File: src/core/csp_defs.svh
// Offsets, field positions, reset values and timing counts of the clock source and prescaler.
`ifndef CSP_DEFS_SVH
`define CSP_DEFS_SVH

`define CSP_ADDR_W            12
`define CSP_OFF_PRESCALE      12'h000
`define CSP_OFF_TRIM          12'h004
`define CSP_OFF_STATUS        12'h008

`define CSP_UNLOCK_BIT        7
`define CSP_UNLOCK_WORD       8'h80
`define CSP_UNLOCK_CYCLES     3'h4
`define CSP_SEL_MSB           3
`define CSP_SEL_MAX           4'h8
`define CSP_SEL_RESET_PLAIN   4'h0
`define CSP_SEL_RESET_DIV8    4'h3

`define CSP_SRC_EXTERNAL      4'h0
`define CSP_SRC_RC8M          4'h2
`define CSP_SRC_LOWPOWER      4'h4
`define CSP_SRC_LFXTAL        4'h6

`define CSP_SUT_SHORT         2'h0
`define CSP_SUT_MID           2'h1
`define CSP_SUT_LONG          2'h2
`define CSP_SUT_RESERVED      2'h3

`define CSP_WAKE_CYCLES       16'h0006
`define CSP_RESET_CYCLES      16'h000E
`define CSP_LF_SHORT_CYCLES   16'h0400
`define CSP_LF_LONG_CYCLES    32'h0000_8000
`define CSP_WDT_4MS_CYCLES    14'h0200
`define CSP_WDT_64MS_CYCLES   32'h0000_2000

`define CSP_STAT_RUNNING      0
`define CSP_STAT_BAD_SRC      1
`define CSP_STAT_BAD_SUT      2
`define CSP_STAT_SEL_LSB      4
`define CSP_STAT_SRC_LSB      8

`endif

File: src/core/csp_pkg.sv
// Types and shared decoding for the clock source and prescaler.
package csp_pkg;

	typedef enum logic [1:0] {
		SRC_EXTERNAL,
		SRC_RC8M,
		SRC_LOWPOWER,
		SRC_LFXTAL
	} csp_source_t;

	typedef enum logic [1:0] {
		ST_IDLE,
		ST_SRC_WAIT,
		ST_WDT_WAIT,
		ST_DONE
	} csp_start_state_t;

	// Reserved codes fall back to the internal RC, the shipped source; code 6 selects the crystal.
	function automatic csp_source_t csp_decode_source(input logic [3:0] code);
		case (code)
			4'h0:    csp_decode_source = SRC_EXTERNAL;
			4'h4:    csp_decode_source = SRC_LOWPOWER;
			4'h6:    csp_decode_source = SRC_LFXTAL;
			default: csp_decode_source = SRC_RC8M;
		endcase
	endfunction : csp_decode_source

	function automatic logic [7:0] csp_div_mask(input logic [3:0] sel);
		csp_div_mask = 8'(({9'h000, 1'b1} << sel) - 10'h001);
	endfunction : csp_div_mask

endpackage : csp_pkg

File: src/core/csp_clock_control.sv
// Clock source selection, start-up gating, trim register and prescale register over APB.
//
// The APB interface to the registers and the register addresses were left to the implementer.
`timescale 1ns/1ps
`default_nettype none
`include "csp_defs.svh"

// What this block does
// - Code 0110 selects low-frequency crystal source
// - Crystal start-up: 1K/4ms, 1K/64ms, 32K/64ms
// - Code 0010 selects internal 8 MHz RC
// - Reset loads factory calibration into trim
// - RC: wake 6 cycles, reset 14 plus delay
// - Watchdog oscillator times watchdog and reset delay
// - Code 0000 selects external clock input
// - External: wake 6 cycles, reset 14 plus delay
// - Code 0100 selects 128 kHz oscillator, same delays
// - Prescaler divides every source for all domains
// - Division change produces no glitch or short period
// - New rate active within two divided edges
// - Divider counts undivided source, state hidden
// - Unlock write then select write within four
// - Select codes 0 to 8 divide 1 to 256
// - Select resets to 0 or 3 per fuse
module csp_clock_control
	import csp_pkg::*;
#(
	parameter int LF_LONG_CYCLES  = `CSP_LF_LONG_CYCLES,
	parameter int WDT_LONG_CYCLES = `CSP_WDT_64MS_CYCLES
) (
	// Clock and reset.
	input  wire logic                   core_clk,
	input  wire logic                   sys_rst,
	// APB slave.
	input  wire logic                   psel,
	input  wire logic                   penable,
	input  wire logic                   pwrite,
	input  wire logic [`CSP_ADDR_W-1:0] paddr,
	input  wire logic [31:0]            pwdata,
	output logic [31:0]                 prdata,
	output logic                        pready,
	output logic                        pslverr,
	// Fuses and factory calibration.
	input  wire logic [3:0]             clockSourceSelectFuses,
	input  wire logic [1:0]             startupTimeFuses,
	input  wire logic                   divideByEightFuse,
	input  wire logic [7:0]             factoryTrim,
	// Oscillator outputs, asynchronous to core_clk.
	input  wire logic                   externalClockInput,
	input  wire logic                   rcOscillator,
	input  wire logic                   lowPowerOscillator,
	input  wire logic                   lowFreqCrystal,
	// Power-down request from the core.
	input  wire logic                   sleepReq,
	// Outputs.
	output logic [7:0]                  rcTrimValue,
	output logic                        watchdogTick,
	output logic                        coreDomainClockEn,
	output logic                        peripheralDomainClockEn,
	output logic                        converterDomainClockEn,
	output logic                        programMemoryDomainClockEn,
	output logic                        clocksRunning
);
	localparam int NOSC  = 4;
	localparam int NFUSE = 15;

	logic [NOSC-1:0]  oscMeta;
	logic [NOSC-1:0]  oscSync;
	logic [NOSC-1:0]  oscLast;
	logic [NOSC-1:0]  oscTick;
	logic [NFUSE-1:0] fuseMeta;
	logic [NFUSE-1:0] fuseSync;
	logic [3:0]       srcCode;
	logic [1:0]       sutCode;
	logic             div8Programmed;
	logic [7:0]       trimFactory;
	csp_source_t      srcKind;
	logic             srcTick;
	logic             divTick;
	logic [3:0]       activeSel;
	logic             startDone;
	logic             startPulse;
	logic [15:0]      srcCount;
	logic [13:0]      wdtCount;
	logic [15:0]      lfSrcCount;
	logic             badSrc;
	logic             badSut;
	logic             rstDlyReg;
	logic             sleepLastReg;
	logic [3:0]       selReg;
	logic [3:0]       selNext;
	logic [2:0]       unlockReg;
	logic [2:0]       unlockNext;
	logic [7:0]       trimReg;
	logic [7:0]       trimNext;
	logic [31:0]      rdataNext;
	logic [31:0]      prdataReg;
	logic             domainEnReg;
	logic             domainEnNext;
	logic             wdtTickReg;
	logic             setup;
	logic             access;
	logic             mapped;
	logic             rstDlyNext;
	logic             sleepLastNext;
	logic             wdtTickNext;
	logic [31:0]      prdataNext;

	// Word match used by the map check and by each write decode.
	function automatic logic hits(input logic [`CSP_ADDR_W-1:0] addr,
		input logic [`CSP_ADDR_W-1:0] offset);
		hits = (addr == offset);
	endfunction : hits

	// Oscillator pins: two flops, then a third for the rising-edge tick.
	genvar gi;
	generate
		for (gi = 0; gi < NOSC; gi++) begin : g_osc
			always_ff @(posedge core_clk) begin
				oscMeta[gi] <= (gi == 0) ? externalClockInput :
					(gi == 1) ? rcOscillator :
					(gi == 2) ? lowPowerOscillator : lowFreqCrystal;
				oscSync[gi] <= oscMeta[gi];
				oscLast[gi] <= oscSync[gi];
			end
			assign oscTick[gi] = oscSync[gi] & ~oscLast[gi];
		end
	endgenerate

	// Fuses are static, so a plain two-flop bus synchroniser is enough.
	always_ff @(posedge core_clk) begin
		fuseMeta <= {factoryTrim, divideByEightFuse, startupTimeFuses, clockSourceSelectFuses};
		fuseSync <= fuseMeta;
	end

	assign srcCode        = fuseSync[3:0];
	assign sutCode        = fuseSync[5:4];
	assign div8Programmed = ~fuseSync[6];
	assign trimFactory    = fuseSync[14:7];

	assign srcKind = csp_decode_source(srcCode);
	assign badSrc  = (srcCode != `CSP_SRC_EXTERNAL) && (srcCode != `CSP_SRC_RC8M) &&
		(srcCode != `CSP_SRC_LOWPOWER) && (srcCode != `CSP_SRC_LFXTAL);
	assign badSut  = (sutCode == `CSP_SUT_RESERVED);

	always_comb begin
		case (srcKind)
			SRC_EXTERNAL: srcTick = oscTick[0];
			SRC_LOWPOWER: srcTick = oscTick[2];
			SRC_LFXTAL:   srcTick = oscTick[3];
			SRC_RC8M:     srcTick = oscTick[1];
			default:      srcTick = oscTick[1];
		endcase
	end

	// A reserved start-up code takes the longest delay rather than a guess.
	assign lfSrcCount = (sutCode == `CSP_SUT_SHORT || sutCode == `CSP_SUT_MID) ?
		`CSP_LF_SHORT_CYCLES : 16'(LF_LONG_CYCLES);

	always_comb begin
		if (rstDlyReg) begin
			if (srcKind == SRC_LFXTAL) begin
				srcCount = lfSrcCount;
				wdtCount = (sutCode == `CSP_SUT_SHORT) ? `CSP_WDT_4MS_CYCLES :
					14'(WDT_LONG_CYCLES);
			end else begin
				srcCount = `CSP_RESET_CYCLES;
				case (sutCode)
					`CSP_SUT_SHORT: wdtCount = 14'h0000;
					`CSP_SUT_MID:   wdtCount = `CSP_WDT_4MS_CYCLES;
					default:        wdtCount = 14'(WDT_LONG_CYCLES);
				endcase
			end
		end else begin
			wdtCount = 14'h0000;
			srcCount = (srcKind == SRC_LFXTAL) ? lfSrcCount : `CSP_WAKE_CYCLES;
		end
	end

	// The timer restarts in the first cycle out of reset and on each wake from power-down.
	assign startPulse = (rstDlyReg & ~sys_rst) | (sleepLastReg & ~sleepReq);

	csp_startup_timer u_startup (
		.core_clk  (core_clk),
		.sys_rst   (sys_rst),
		.startPulse(startPulse),
		.abortHold (sleepReq),
		.srcCount  (srcCount),
		.wdtCount  (wdtCount),
		.srcTick   (srcTick),
		.wdtTick   (oscTick[2]),
		.startDone (startDone)
	);

	csp_prescaler u_prescaler (
		.core_clk (core_clk),
		.sys_rst  (sys_rst),
		.srcTick  (srcTick),
		.selIn    (selReg),
		.divTick  (divTick),
		.activeSel(activeSel)
	);

	// APB decode; every access completes in its first access cycle.
	assign setup  = psel & ~penable;
	assign access = psel & penable;
	assign mapped = hits(paddr, `CSP_OFF_PRESCALE) || hits(paddr, `CSP_OFF_TRIM) ||
		hits(paddr, `CSP_OFF_STATUS);

	always_comb begin
		selNext    = selReg;
		// The window is counted in core cycles; a late select write is dropped silently,
		// so software that cares must read the select field back.
		unlockNext = (unlockReg != 3'h0) ? unlockReg - 3'h1 : 3'h0;
		trimNext   = trimReg;
		if (access && pwrite && hits(paddr, `CSP_OFF_PRESCALE)) begin
			if (pwdata[7:0] == `CSP_UNLOCK_WORD) begin
				// Rewriting the unlock word neither extends nor ends the window.
				if (unlockReg == 3'h0) begin
					unlockNext = `CSP_UNLOCK_CYCLES;
				end
			end else if (!pwdata[`CSP_UNLOCK_BIT] && unlockReg != 3'h0) begin
				unlockNext = 3'h0;
				if (pwdata[`CSP_SEL_MSB:0] <= `CSP_SEL_MAX) begin
					selNext = pwdata[`CSP_SEL_MSB:0];
				end
			end
		end
		if (access && pwrite && hits(paddr, `CSP_OFF_TRIM)) begin
			trimNext = pwdata[7:0];
		end
	end

	always_comb begin
		rdataNext = 32'h0000_0000;
		case (paddr)
			`CSP_OFF_PRESCALE: rdataNext = {24'h00_0000, (unlockReg != 3'h0), 3'h0, selReg};
			`CSP_OFF_TRIM:     rdataNext = {24'h00_0000, trimReg};
			`CSP_OFF_STATUS: begin
				rdataNext[`CSP_STAT_RUNNING]                      = clocksRunning;
				rdataNext[`CSP_STAT_BAD_SRC]                      = badSrc;
				rdataNext[`CSP_STAT_BAD_SUT]                      = badSut;
				rdataNext[`CSP_STAT_SEL_LSB+3:`CSP_STAT_SEL_LSB] = activeSel;
				rdataNext[`CSP_STAT_SRC_LSB+3:`CSP_STAT_SRC_LSB] = srcCode;
			end
			default: rdataNext = 32'h0000_0000;
		endcase
	end

	// Every core domain sees the same divided tick, and none until start-up ends.
	assign domainEnNext = divTick & startDone & ~sleepReq;

	// Read data is taken in the setup cycle, so it stands through the whole access phase.
	always_comb begin
		rstDlyNext    = sys_rst;
		sleepLastNext = sleepReq;
		wdtTickNext   = oscTick[2];
		prdataNext    = setup ? rdataNext : prdataReg;
	end

	always_ff @(posedge core_clk) begin
		rstDlyReg <= rstDlyNext;
		if (sys_rst) begin
			sleepLastReg <= 1'b0;
			wdtTickReg   <= 1'b0;
			domainEnReg  <= 1'b0;
			prdataReg    <= 32'h0000_0000;
		end else begin
			sleepLastReg <= sleepLastNext;
			wdtTickReg   <= wdtTickNext;
			domainEnReg  <= domainEnNext;
			prdataReg    <= prdataNext;
		end
	end

	// Fuse-driven values load only while reset holds, after the fuse synchroniser settled.
	always_ff @(posedge core_clk) begin
		if (sys_rst) begin
			selReg    <= div8Programmed ? `CSP_SEL_RESET_DIV8 : `CSP_SEL_RESET_PLAIN;
			unlockReg <= 3'h0;
			trimReg   <= trimFactory;
		end else begin
			selReg    <= selNext;
			unlockReg <= unlockNext;
			trimReg   <= trimNext;
		end
	end

	// Unmapped words answer with an error and read as zero; writes to them are dropped.
	assign prdata                     = prdataReg;
	assign pready                     = 1'b1;
	assign pslverr                    = access & ~mapped;
	assign rcTrimValue                = trimReg;
	assign watchdogTick               = wdtTickReg;
	assign coreDomainClockEn          = domainEnReg;
	assign peripheralDomainClockEn    = domainEnReg;
	assign converterDomainClockEn     = domainEnReg;
	assign programMemoryDomainClockEn = domainEnReg;
	assign clocksRunning              = startDone;
endmodule : csp_clock_control
`default_nettype wire

File: src/core/csp_prescaler.sv
// Power-of-two divider on the selected source ticks, switching only on a period boundary.
`timescale 1ns/1ps
`default_nettype none
module csp_prescaler
	import csp_pkg::*;
(
	// Clock and reset.
	input  wire logic       core_clk,
	input  wire logic       sys_rst,
	// Source and setting.
	input  wire logic       srcTick,
	input  wire logic [3:0] selIn,
	// Divided output.
	output logic            divTick,
	output logic [3:0]      activeSel
);
	logic [7:0] cntReg;
	logic [7:0] cntNext;
	logic [3:0] selReg;
	logic [3:0] selNext;
	logic       boundary;

	// One stage per source tick, like a ripple counter on the undivided clock.
	assign boundary = srcTick && ((cntReg & csp_div_mask(selReg)) == csp_div_mask(selReg));

	always_comb begin
		cntNext = cntReg;
		selNext = selReg;
		if (boundary) begin
			// A new setting waits for the old period to end, so no short period appears.
			if (selIn != selReg) begin
				selNext = selIn;
				cntNext = 8'h00;
			end else begin
				cntNext = cntReg + 8'h01;
			end
		end else if (srcTick) begin
			cntNext = cntReg + 8'h01;
		end
	end

	always_ff @(posedge core_clk) begin
		if (sys_rst) begin
			cntReg <= 8'h00;
			selReg <= selIn;
		end else begin
			cntReg <= cntNext;
			selReg <= selNext;
		end
	end

	assign divTick   = boundary;
	assign activeSel = selReg;
endmodule : csp_prescaler
`default_nettype wire

File: src/core/csp_startup_timer.sv
// Start-up delay: source cycles first, then watchdog oscillator cycles.
`timescale 1ns/1ps
`default_nettype none
module csp_startup_timer
	import csp_pkg::*;
(
	// Clock and reset.
	input  wire logic        core_clk,
	input  wire logic        sys_rst,
	// Control.
	input  wire logic        startPulse,
	input  wire logic        abortHold,
	input  wire logic [15:0] srcCount,
	input  wire logic [13:0] wdtCount,
	// Time bases.
	input  wire logic        srcTick,
	input  wire logic        wdtTick,
	// Result.
	output logic             startDone
);
	csp_start_state_t stateReg;
	csp_start_state_t stateNext;
	logic [15:0]      srcCntReg;
	logic [15:0]      srcCntNext;
	logic [13:0]      wdtCntReg;
	logic [13:0]      wdtCntNext;
	logic [13:0]      wdtTargetReg;
	logic [13:0]      wdtTargetNext;

	always_comb begin
		stateNext     = stateReg;
		srcCntNext    = srcCntReg;
		wdtCntNext    = wdtCntReg;
		wdtTargetNext = wdtTargetReg;
		if (abortHold) begin
			stateNext = ST_IDLE;
		end else if (startPulse) begin
			stateNext     = ST_SRC_WAIT;
			srcCntNext    = srcCount;
			wdtCntNext    = 14'h0000;
			wdtTargetNext = wdtCount;
		end else begin
			case (stateReg)
				ST_SRC_WAIT: begin
					if (srcCntReg == 16'h0000) begin
						stateNext = (wdtTargetReg == 14'h0000) ? ST_DONE : ST_WDT_WAIT;
					end else if (srcTick) begin
						srcCntNext = srcCntReg - 16'h0001;
					end
				end
				ST_WDT_WAIT: begin
					// The real-time part counts the watchdog oscillator whatever drives the core.
					if (wdtCntReg == wdtTargetReg) begin
						stateNext = ST_DONE;
					end else if (wdtTick) begin
						wdtCntNext = wdtCntReg + 14'h0001;
					end
				end
				ST_IDLE: stateNext = ST_IDLE;
				ST_DONE: stateNext = ST_DONE;
				default: stateNext = ST_IDLE;
			endcase
		end
	end

	always_ff @(posedge core_clk) begin
		if (sys_rst) begin
			stateReg     <= ST_IDLE;
			srcCntReg    <= 16'h0000;
			wdtCntReg    <= 14'h0000;
			wdtTargetReg <= 14'h0000;
		end else begin
			stateReg     <= stateNext;
			srcCntReg    <= srcCntNext;
			wdtCntReg    <= wdtCntNext;
			wdtTargetReg <= wdtTargetNext;
		end
	end

	assign startDone = (stateReg == ST_DONE);
endmodule : csp_startup_timer
`default_nettype wire

File: config.mk
export PLATFORM = sky130hd
export DESIGN_NAME = csp_clock_control
export DESIGN_NICKNAME = d
export VERILOG_FILES = /design/src/core/csp_pkg.sv /design/src/core/csp_clock_control.sv /design/src/core/csp_prescaler.sv /design/src/core/csp_startup_timer.sv
export VERILOG_INCLUDE_DIRS = /design/src /design/src/core
export SDC_FILE = /design/constraint.sdc
export NUM_CORES = 1
export LEC_CHECK = 0
export ABC_AREA = 1
export BUFFER_PORTS_ARGS = -buffer_cell sky130_fd_sc_hd__clkbuf_2
export CAP_MARGIN = 10
export CORE_MARGIN = 2
export CORE_UTILIZATION = 59
export CTS_CLUSTER_DIAMETER = 80
export CTS_CLUSTER_SIZE = 20
export DETAILED_ROUTE_END_ITERATION = 6
export PLACE_DENSITY = 0.85
export SYNTH_ARGS = -nofsm -noshare
export SYNTH_HDL_FRONTEND = slang
export SYNTH_SLANG_ARGS = --single-unit
File: constraint.sdc
create_clock -name core_clk -period 5.1 [get_ports core_clk]
set_clock_uncertainty 0.15 [all_clocks]
set_input_delay 0.255 -clock core_clk [delete_from_list [all_inputs] [get_ports core_clk]]
set_output_delay 0.255 -clock core_clk [all_outputs]
set_load 0.01 [all_outputs]
==> results of run 1 <==
## path summary, 6_finish.rpt
path	startpoint	endpoint	slack, ps	depth (start not counted)
worst min register to register	fuseMeta[1]	fuseSync[1]	170	0
worst max register to register	u_prescaler.activeSel[0]	u_prescaler.activeSel[1]	2630	11
worst max-delay path	sys_rst	u_startup.srcCntReg[1]	2620	7
worst min-delay path	paddr[3]	prdata[1]	80	6
## stage by stage
stage          util, %  power [uW]
6_report          72.7        2380
5_1_grt           72.7        2480
4_1_cts           72.7        2380
3_5_place_dp      63.7        1270
3_3_place_gp      63.7        1260
2_1_floorplan        -        1220
## state kept, by name (all words and copies together) (netlist names)
signal and count:
u_startup.srcCntReg 16, fuseMeta 15, fuseSync 15, u_startup.wdtCntReg 14
prdata 12, rcTrimValue 8, u_prescaler.cntReg 8, oscLast 4
oscMeta 4, oscSync 4, selReg 4, u_prescaler.activeSel 4
unlockReg 3, u_startup.stateReg 2, u_startup.wdtTargetReg 2, converterDomainClockEn 1
rstDlyReg 1, sleepLastReg 1, watchdogTick 1
## tightest hold or removal path, cell delays in order
cell      delay [ps]
clkbuf_2         120
nor3b_4           70
nand3_1           60
nand3_1           70
nand2_1           60
a21oi_1           60
## layer usage
metal / wire (um) / vias up / GRT usage [%] / part of all wire (%)
met5: 0 / - / 0 / 0
met4: 331 / 0 / 10.5 / 2.4
met3: 916 / 43 / 7.45 / 6.8
met2: 6920 / 233 / 50.0 / 51
met1: 5350 / 2352 / 31.5 / 40
li1: - / 2492 / - / -
## what timing repair did
item / CTS / global route
buffers inserted: 0 / 0
hold buffers: 28 / 0
hold endpoints to repair: 32 / 0
## cell usage after synthesis (2+ instances only)
library cell / n
xnor2_1: 2
buf_1: 2
nor4_1: 2
nand3_1: 51
nor2_1: 109
nand2_2: 7
nor3_2: 2
xor2_1: 20
buf_2: 6
o21ai_0: 24
inv_1: 67
conb_1: 2
nor2_4: 3
o21ai_1: 2
nor3b_1: 2
nand2_4: 4
dfxtp_1: 103
nor2_2: 8
nor3_1: 13
a21oi_1: 45
nand2_1: 170
edfxtp_1: 16
nand3_2: 5
clkbuf_1: 8
ha_1: 5
o211ai_1: 2
nand4_1: 9
buf_6: 4
buf_4: 25
inv_2: 2
## placed cells by master, fill, tap and decap left out, types with 3 or more instances in the layout
master | netlist | routed
nand2_1 | 170 | 170
clkinvlp_4 | 0 | 3
clkbuf_2 | 0 | 71
dlygate4sd3_1 | 0 | 28
dfxtp_1 | 103 | 103
ha_1 | 5 | 5
nor2_4 | 3 | 3
xor2_1 | 20 | 20
nand2_4 | 4 | 4
nand3_1 | 51 | 51
conb_1 | 2 | 21
edfxtp_1 | 16 | 16
clkinv_4 | 0 | 4
nand4_1 | 9 | 9
nor2_2 | 8 | 8
nor3_1 | 13 | 13
clkbuf_16 | 0 | 17
o21ai_0 | 24 | 24
nand3_2 | 5 | 5
inv_1 | 67 | 67
a21oi_1 | 45 | 45
nor2_1 | 109 | 109
nand2_2 | 7 | 7
inv_6 | 0 | 4
## area by class of cell
class / count / area, um^2 / share of cell area, %
Clock buffer: 18 / 439 / 6.56
Clock inverter: 14 / 114 / 1.70
Inverter: 69 / 259 / 3.87
Multi-Input combinational cell: 521 / 2550 / 38.2
Sequential cell: 119 / 2540 / 38.0
Tap cell: 111 / 139 / 2.08
Timing Repair Buffer: 100 / 643 / 9.61
## kinds of logic after synthesis
kind of cell	Yosys count
and+or+nand+nor	390
DFF	119
buffers and inverters	114
AOI/OAI and AO/OA	83
xor gates and xnor gates	22
adders and majority gates	5
other	2
## power groups by stage
stage | registers, uW | logic (uW) | clock network, uW
after floorplan | 1030 | 191 | 0
after global placement | 1040 | 224 | 0
after detailed placement | 1040 | 231 | 0
after CTS | 1020 | 254 | 1110
after global routing | 1030 | 291 | 1160
final | 1020 | 259 | 1100
==> metrics.csv, run 1 <==
metric,value,unit
Residual DRC,0,
initial antenna violation count,0,
CTS resizes,0,
DR WL/cell,14.2,um
post-synthesis compound-gate area fraction,8.20,%
RePlAce Congestion,0.921,
H-tree levels,4,
largest net degree at the start of global routing,55,
Max VDD drop,0.000255,V
Synth Area in Simple Gates,31.5,%
clk sinks,119,
Leakage Power,0.00302,uW
Placement Rows,35,
TritonCTS clock tree,built,
Sw Ratio,27.6,%
TritonRoute pass-1 iters,6,
CP top delay family,compound AO/OA/AOI/OAI gates,
endpoints failing hold,0,
area share of xor/xnor cells in the synthesized design,3.45,%
Avg Synthesized Cell Area,7.60,um^2
GRT Overall Usage,27.8,%
Non-Filler Instances,952,
CP startpoint kind,input pin,
Final period util,48.6,%
post-synthesis cell type with the largest combined area,dfxtp_1,
Synth Area in Adders,1.12,%
first-pass GRT wire length,22.5,mm
gr ovfl total,0,
worst path cell trace,"clkbuf_2, o21ai_4, nand2_4, nand2_4, inv_2, nor2_1, nor2_1",
WL final,13.5,mm
final setup violation count,0,
YS warnings,0,
"Data arrival, critical path",2750,ps
via count,5120,
WP data required,5370,ps
fillcell total,633,
Port Buffer Count,71,
Die W,101,um
Detailed Place HPWL,8.46,mm
Worst-Skew Late Latency,520,ps
Post-Layout Inst Area,6690,um^2
post-placement cell area,5860,um^2
sequential share of the synthesized area,45.5,%
register bit count reported by yosys,119,
"FFs w/ async S/R, synth",0,%
die height,101,um
Crit Path Max Fanout,54,
Final WS setup,2620,ps
Relative slew margins,20.7,%
fin nets,902,
initial DRC count,309,
Worst path max stage delay,900,ps
RSZ-0062 raised after global routing,no,
"Reg clk slew, reported paths",60,ps
Hold Slack,76.8,ps
clock buffer depth,2,
Die Footprint,10300,um^2
CTS Root Cell,clkbuf_8,
Crit. End Element,register,
# IOs,117,
share of the synthesized area in the top cell type,36.9,%
CTS Buf Count,17,
ANT cells,0,
count of cell types in the netlist,45,
Post-synth top flop,dfxtp_1,
average vias per placed instance,5.38,
Sw Pwr,656,uW
Antenna Violating Nets Remaining,0,
Placed Instances,892,
Comb power frac,10.9,%
Flop pwr share,43.0,%
proportion of layout cells with a drive suffix above 1,16.9,%
cells after synthesis,735,
Int Power,1720,uW
"top cells by area, synth","dfxtp_1 (37%), nand2_1 (11%), edfxtp_1 (8.6%)",
total of max-cap violations,0,
cell area after synthesis,5580,um^2
CP Buf/Inv Count,2,
"Slew Viols, Final",0,
fin crit period,2480,ps
status,completed,
number of flops mapped to enable cells by yosys,16,
P&R area growth vs syn,19.8,%
vias in the first global route,5047,
clock power share,46.2,%
Starting Density,60.7,%
Crit Path Class,in -> reg,
Core ar.,9200,um^2
mux contribution to synthesized area,0,%
worst hold path class,in -> reg,
slowest cell on the critical path,o21ai_4,
"worst slack, placed",2180,ps
setup TNS,0,ps
fmax,0.403,GHz
Tightest Pin Transition,1190,ps
combinational family with the most area after synthesis,simple AND/OR/NAND/NOR gates,
pwr dens,356,nW/um^2
(Power assumes the default switching activity.)
==> inputs of run 2 (changes only) <==
ABC_AREA = 0   (was 1)
CORE_UTILIZATION = 48   (was 59)
PLACE_DENSITY = 0.75   (was 0.85)
clock period = 2.16 ns   (was 5.1 ns; I/O delays follow)
==> metrics.csv, run 2 <==
metric,value,unit
Final WS setup,-415,ps
CP top delay family,compound AO/OA/AOI/OAI gates,
"Slew Viols, Final",0,
Post-synth top flop,dfxtp_1,
hold path depth,2,
fmax,0.388,GHz
RePlAce Congestion,0.862,
largest net degree at the start of global routing,50,
average vias per placed instance,5.26,
H-tree levels,4,
cell with the most instances after synthesis,dfxtp_1,
CP startpoint kind,register,
Detailed Place HPWL,7.60,mm
pwr dens,833,nW/um^2
die height,105,um
DR WL/cell,15.1,um
hold_sp,factoryTrim[5],
WL final,12.0,mm
first-pass GRT wire length,19.3,mm
hold endpoint,fuseMeta[12],
slowest cell on the critical path,or4_4,
YS warnings,0,
Die Footprint,11100,um^2
ANT cells,0,
clk sinks,119,
max reg flops,16,
"Reg clk slew, reported paths",60,ps
proportion of layout cells with a drive suffix above 1,29.8,%
Tightest Pin Transition,644,ps
Largest regs,"u_startup.srcCntReg: 16 flops, fuseMeta: 15 flops, fuseSync: 15 flops",
Relative slew margins,56.8,%
Die W,105,um
Largest Register,u_startup.srcCntReg,
R2R Setup Slk,-410,ps
CTS Root Cell,clkbuf_8,
cells after synthesis,501,
post-synthesis cell type with the largest combined area,dfxtp_1,
vias in the first global route,4154,
Hold Slack,69.0,ps
"worst slack, placed",-454,ps
initial antenna violation count,0,
R2R cell count,8,
sequential share of the synthesized area,51.7,%
failing checks,negative setup slack,
fin util,68.2,%
count of cell types in the netlist,70,
Crit. End Element,register,
Crit Path Max Fanout,7,
GRT Overall Usage,22.0,%
clock buffer depth,2,
Crit Path Class,reg -> reg,
Avg Synthesized Cell Area,9.82,um^2
setup TNS,-5160,ps
worst r2r src,u_prescaler.activeSel[1],
status,"complete, but fails checks",
RSZ-0062 raised after global routing,yes,
"most common cell after layout, fill and taps aside",dfxtp_1,
Worst-Skew Late Latency,520,ps
Leakage Power,0.00266,uW
worst hold path class,in -> reg,
gr ovfl total,0,
"FFs w/ async S/R, synth",0,%
most frequent cells in the layout,"dfxtp_1 (100), clkbuf_2 (71), nor2_1 (43)",
Max VDD drop,0.000659,V
number of flops mapped to enable cells by yosys,16,
Final period util,119,%
register bit count reported by yosys,119,
fin crit period,2570,ps
via count,4183,
total power,5610,uW
Synth top cells by count,"dfxtp_1 (103), nor2_1 (44), nand2_1 (42)",
fin nets,723,
cell area after synthesis,4920,um^2
initial DRC count,184,
final setup violation count,15,
share of the synthesized area in the top cell type,41.9,%
"top cells by area, synth","dfxtp_1 (42%), edfxtp_1 (9.8%), buf_4 (3.8%)",
Reg2Reg Capture Point,u_prescaler.cntReg[6],
Worst path max stage delay,590,ps
Core ar.,9860,um^2
Placement Rows,36,
CTS Buf Count,17,
P&R area growth vs syn,36.8,%
Starting Density,49.9,%
# IOs,117,
TritonRoute pass-1 iters,5,
"Data arrival, critical path",2840,ps
TritonCTS clock tree,built,
worst path cell trace,"or4_4, ha_4, nor2_2, a221o_1, a221oi_2, a41o_2, buf_6, nor2_1",
endpoints failing hold,0,
total of max-cap violations,0,
CP Buf/Inv Count,1,
Port Buffer Count,71,
WP data required,2420,ps
Residual DRC,0,
Antenna Violating Nets Remaining,0,
-- run 2: cell type report --
| cell class | instances | area, um^2 |
|---|---|---|
| clock buffers | 20 | 457 |
| clock inverters | 12 | 105 |
| fillers | 705 | 3140 |
| inverters | 11 | 41.3 |
| multi-input cells | 347 | 2330 |
| flip-flops and latches | 119 | 2550 |
| well taps | 133 | 166 |
| repair buffers | 153 | 1090 |
-- run 2: what timing repair did --
item	in CTS	in global routing
resized for setup	13	22
buffers inserted	7	7
pin swaps	7	14
hold buffers	35	1
hold endpoints to repair	53	1
endpoints found under the setup margin	31	40
-- run 2: report_power, final --
part	switching [uW]	internal, uW
Sequential	56.7	2340
Combinational	297	289
Clock	1090	1540
Total	1440	4170
-- run 2: cell families (layout without fill, tap and decap cells) --
family          count (synthesis)  in the layout  share of synthesized area (%)
compound gates                 97             97                           14.0
xor+xnor                       28             28                           4.98
fa+ha+maj                       5              5                           1.27
buf+inv                        54            196                           6.23
flops                         119            119                           51.7
mux                             7              7                           1.55
other cells                     2             21                          0.153
simple gates                  189            189                           20.1
-- run 2: worst max path at each step --
stage	from	end	slack [ps]	cells past startpoint
floorplan	u_prescaler.activeSel[3]	u_prescaler.activeSel[0]	-470	9
global placement	u_prescaler.activeSel[2]	u_prescaler.cntReg[4]	-370	9
detailed placement	u_prescaler.activeSel[2]	u_prescaler.cntReg[7]	-450	9
CTS	u_prescaler.activeSel[3]	u_prescaler.cntReg[6]	-430	9
global route	u_prescaler.activeSel[1]	u_prescaler.cntReg[6]	-510	8
finish	u_prescaler.activeSel[1]	u_prescaler.cntReg[6]	-410	8
-- run 2: routing by layer --
metal / global-route usage, % / vias up / routed length [um]
met1: 25.0 / 1987 / 5050
li1: - / 2048 / -
met2: 38.5 / 127 / 6120
met3: 5.07 / 21 / 565
met5: 0 / - / 0
met4: 11.4 / 0 / 269
-- run 2: through the flow --
stage               instances  instance area, um^2
floorplan                 520                 5050
global placement          715                 5550
detailed placement        715                 5550
CTS                       788                 6570
global route              795                 6730
finish                    795                 6730
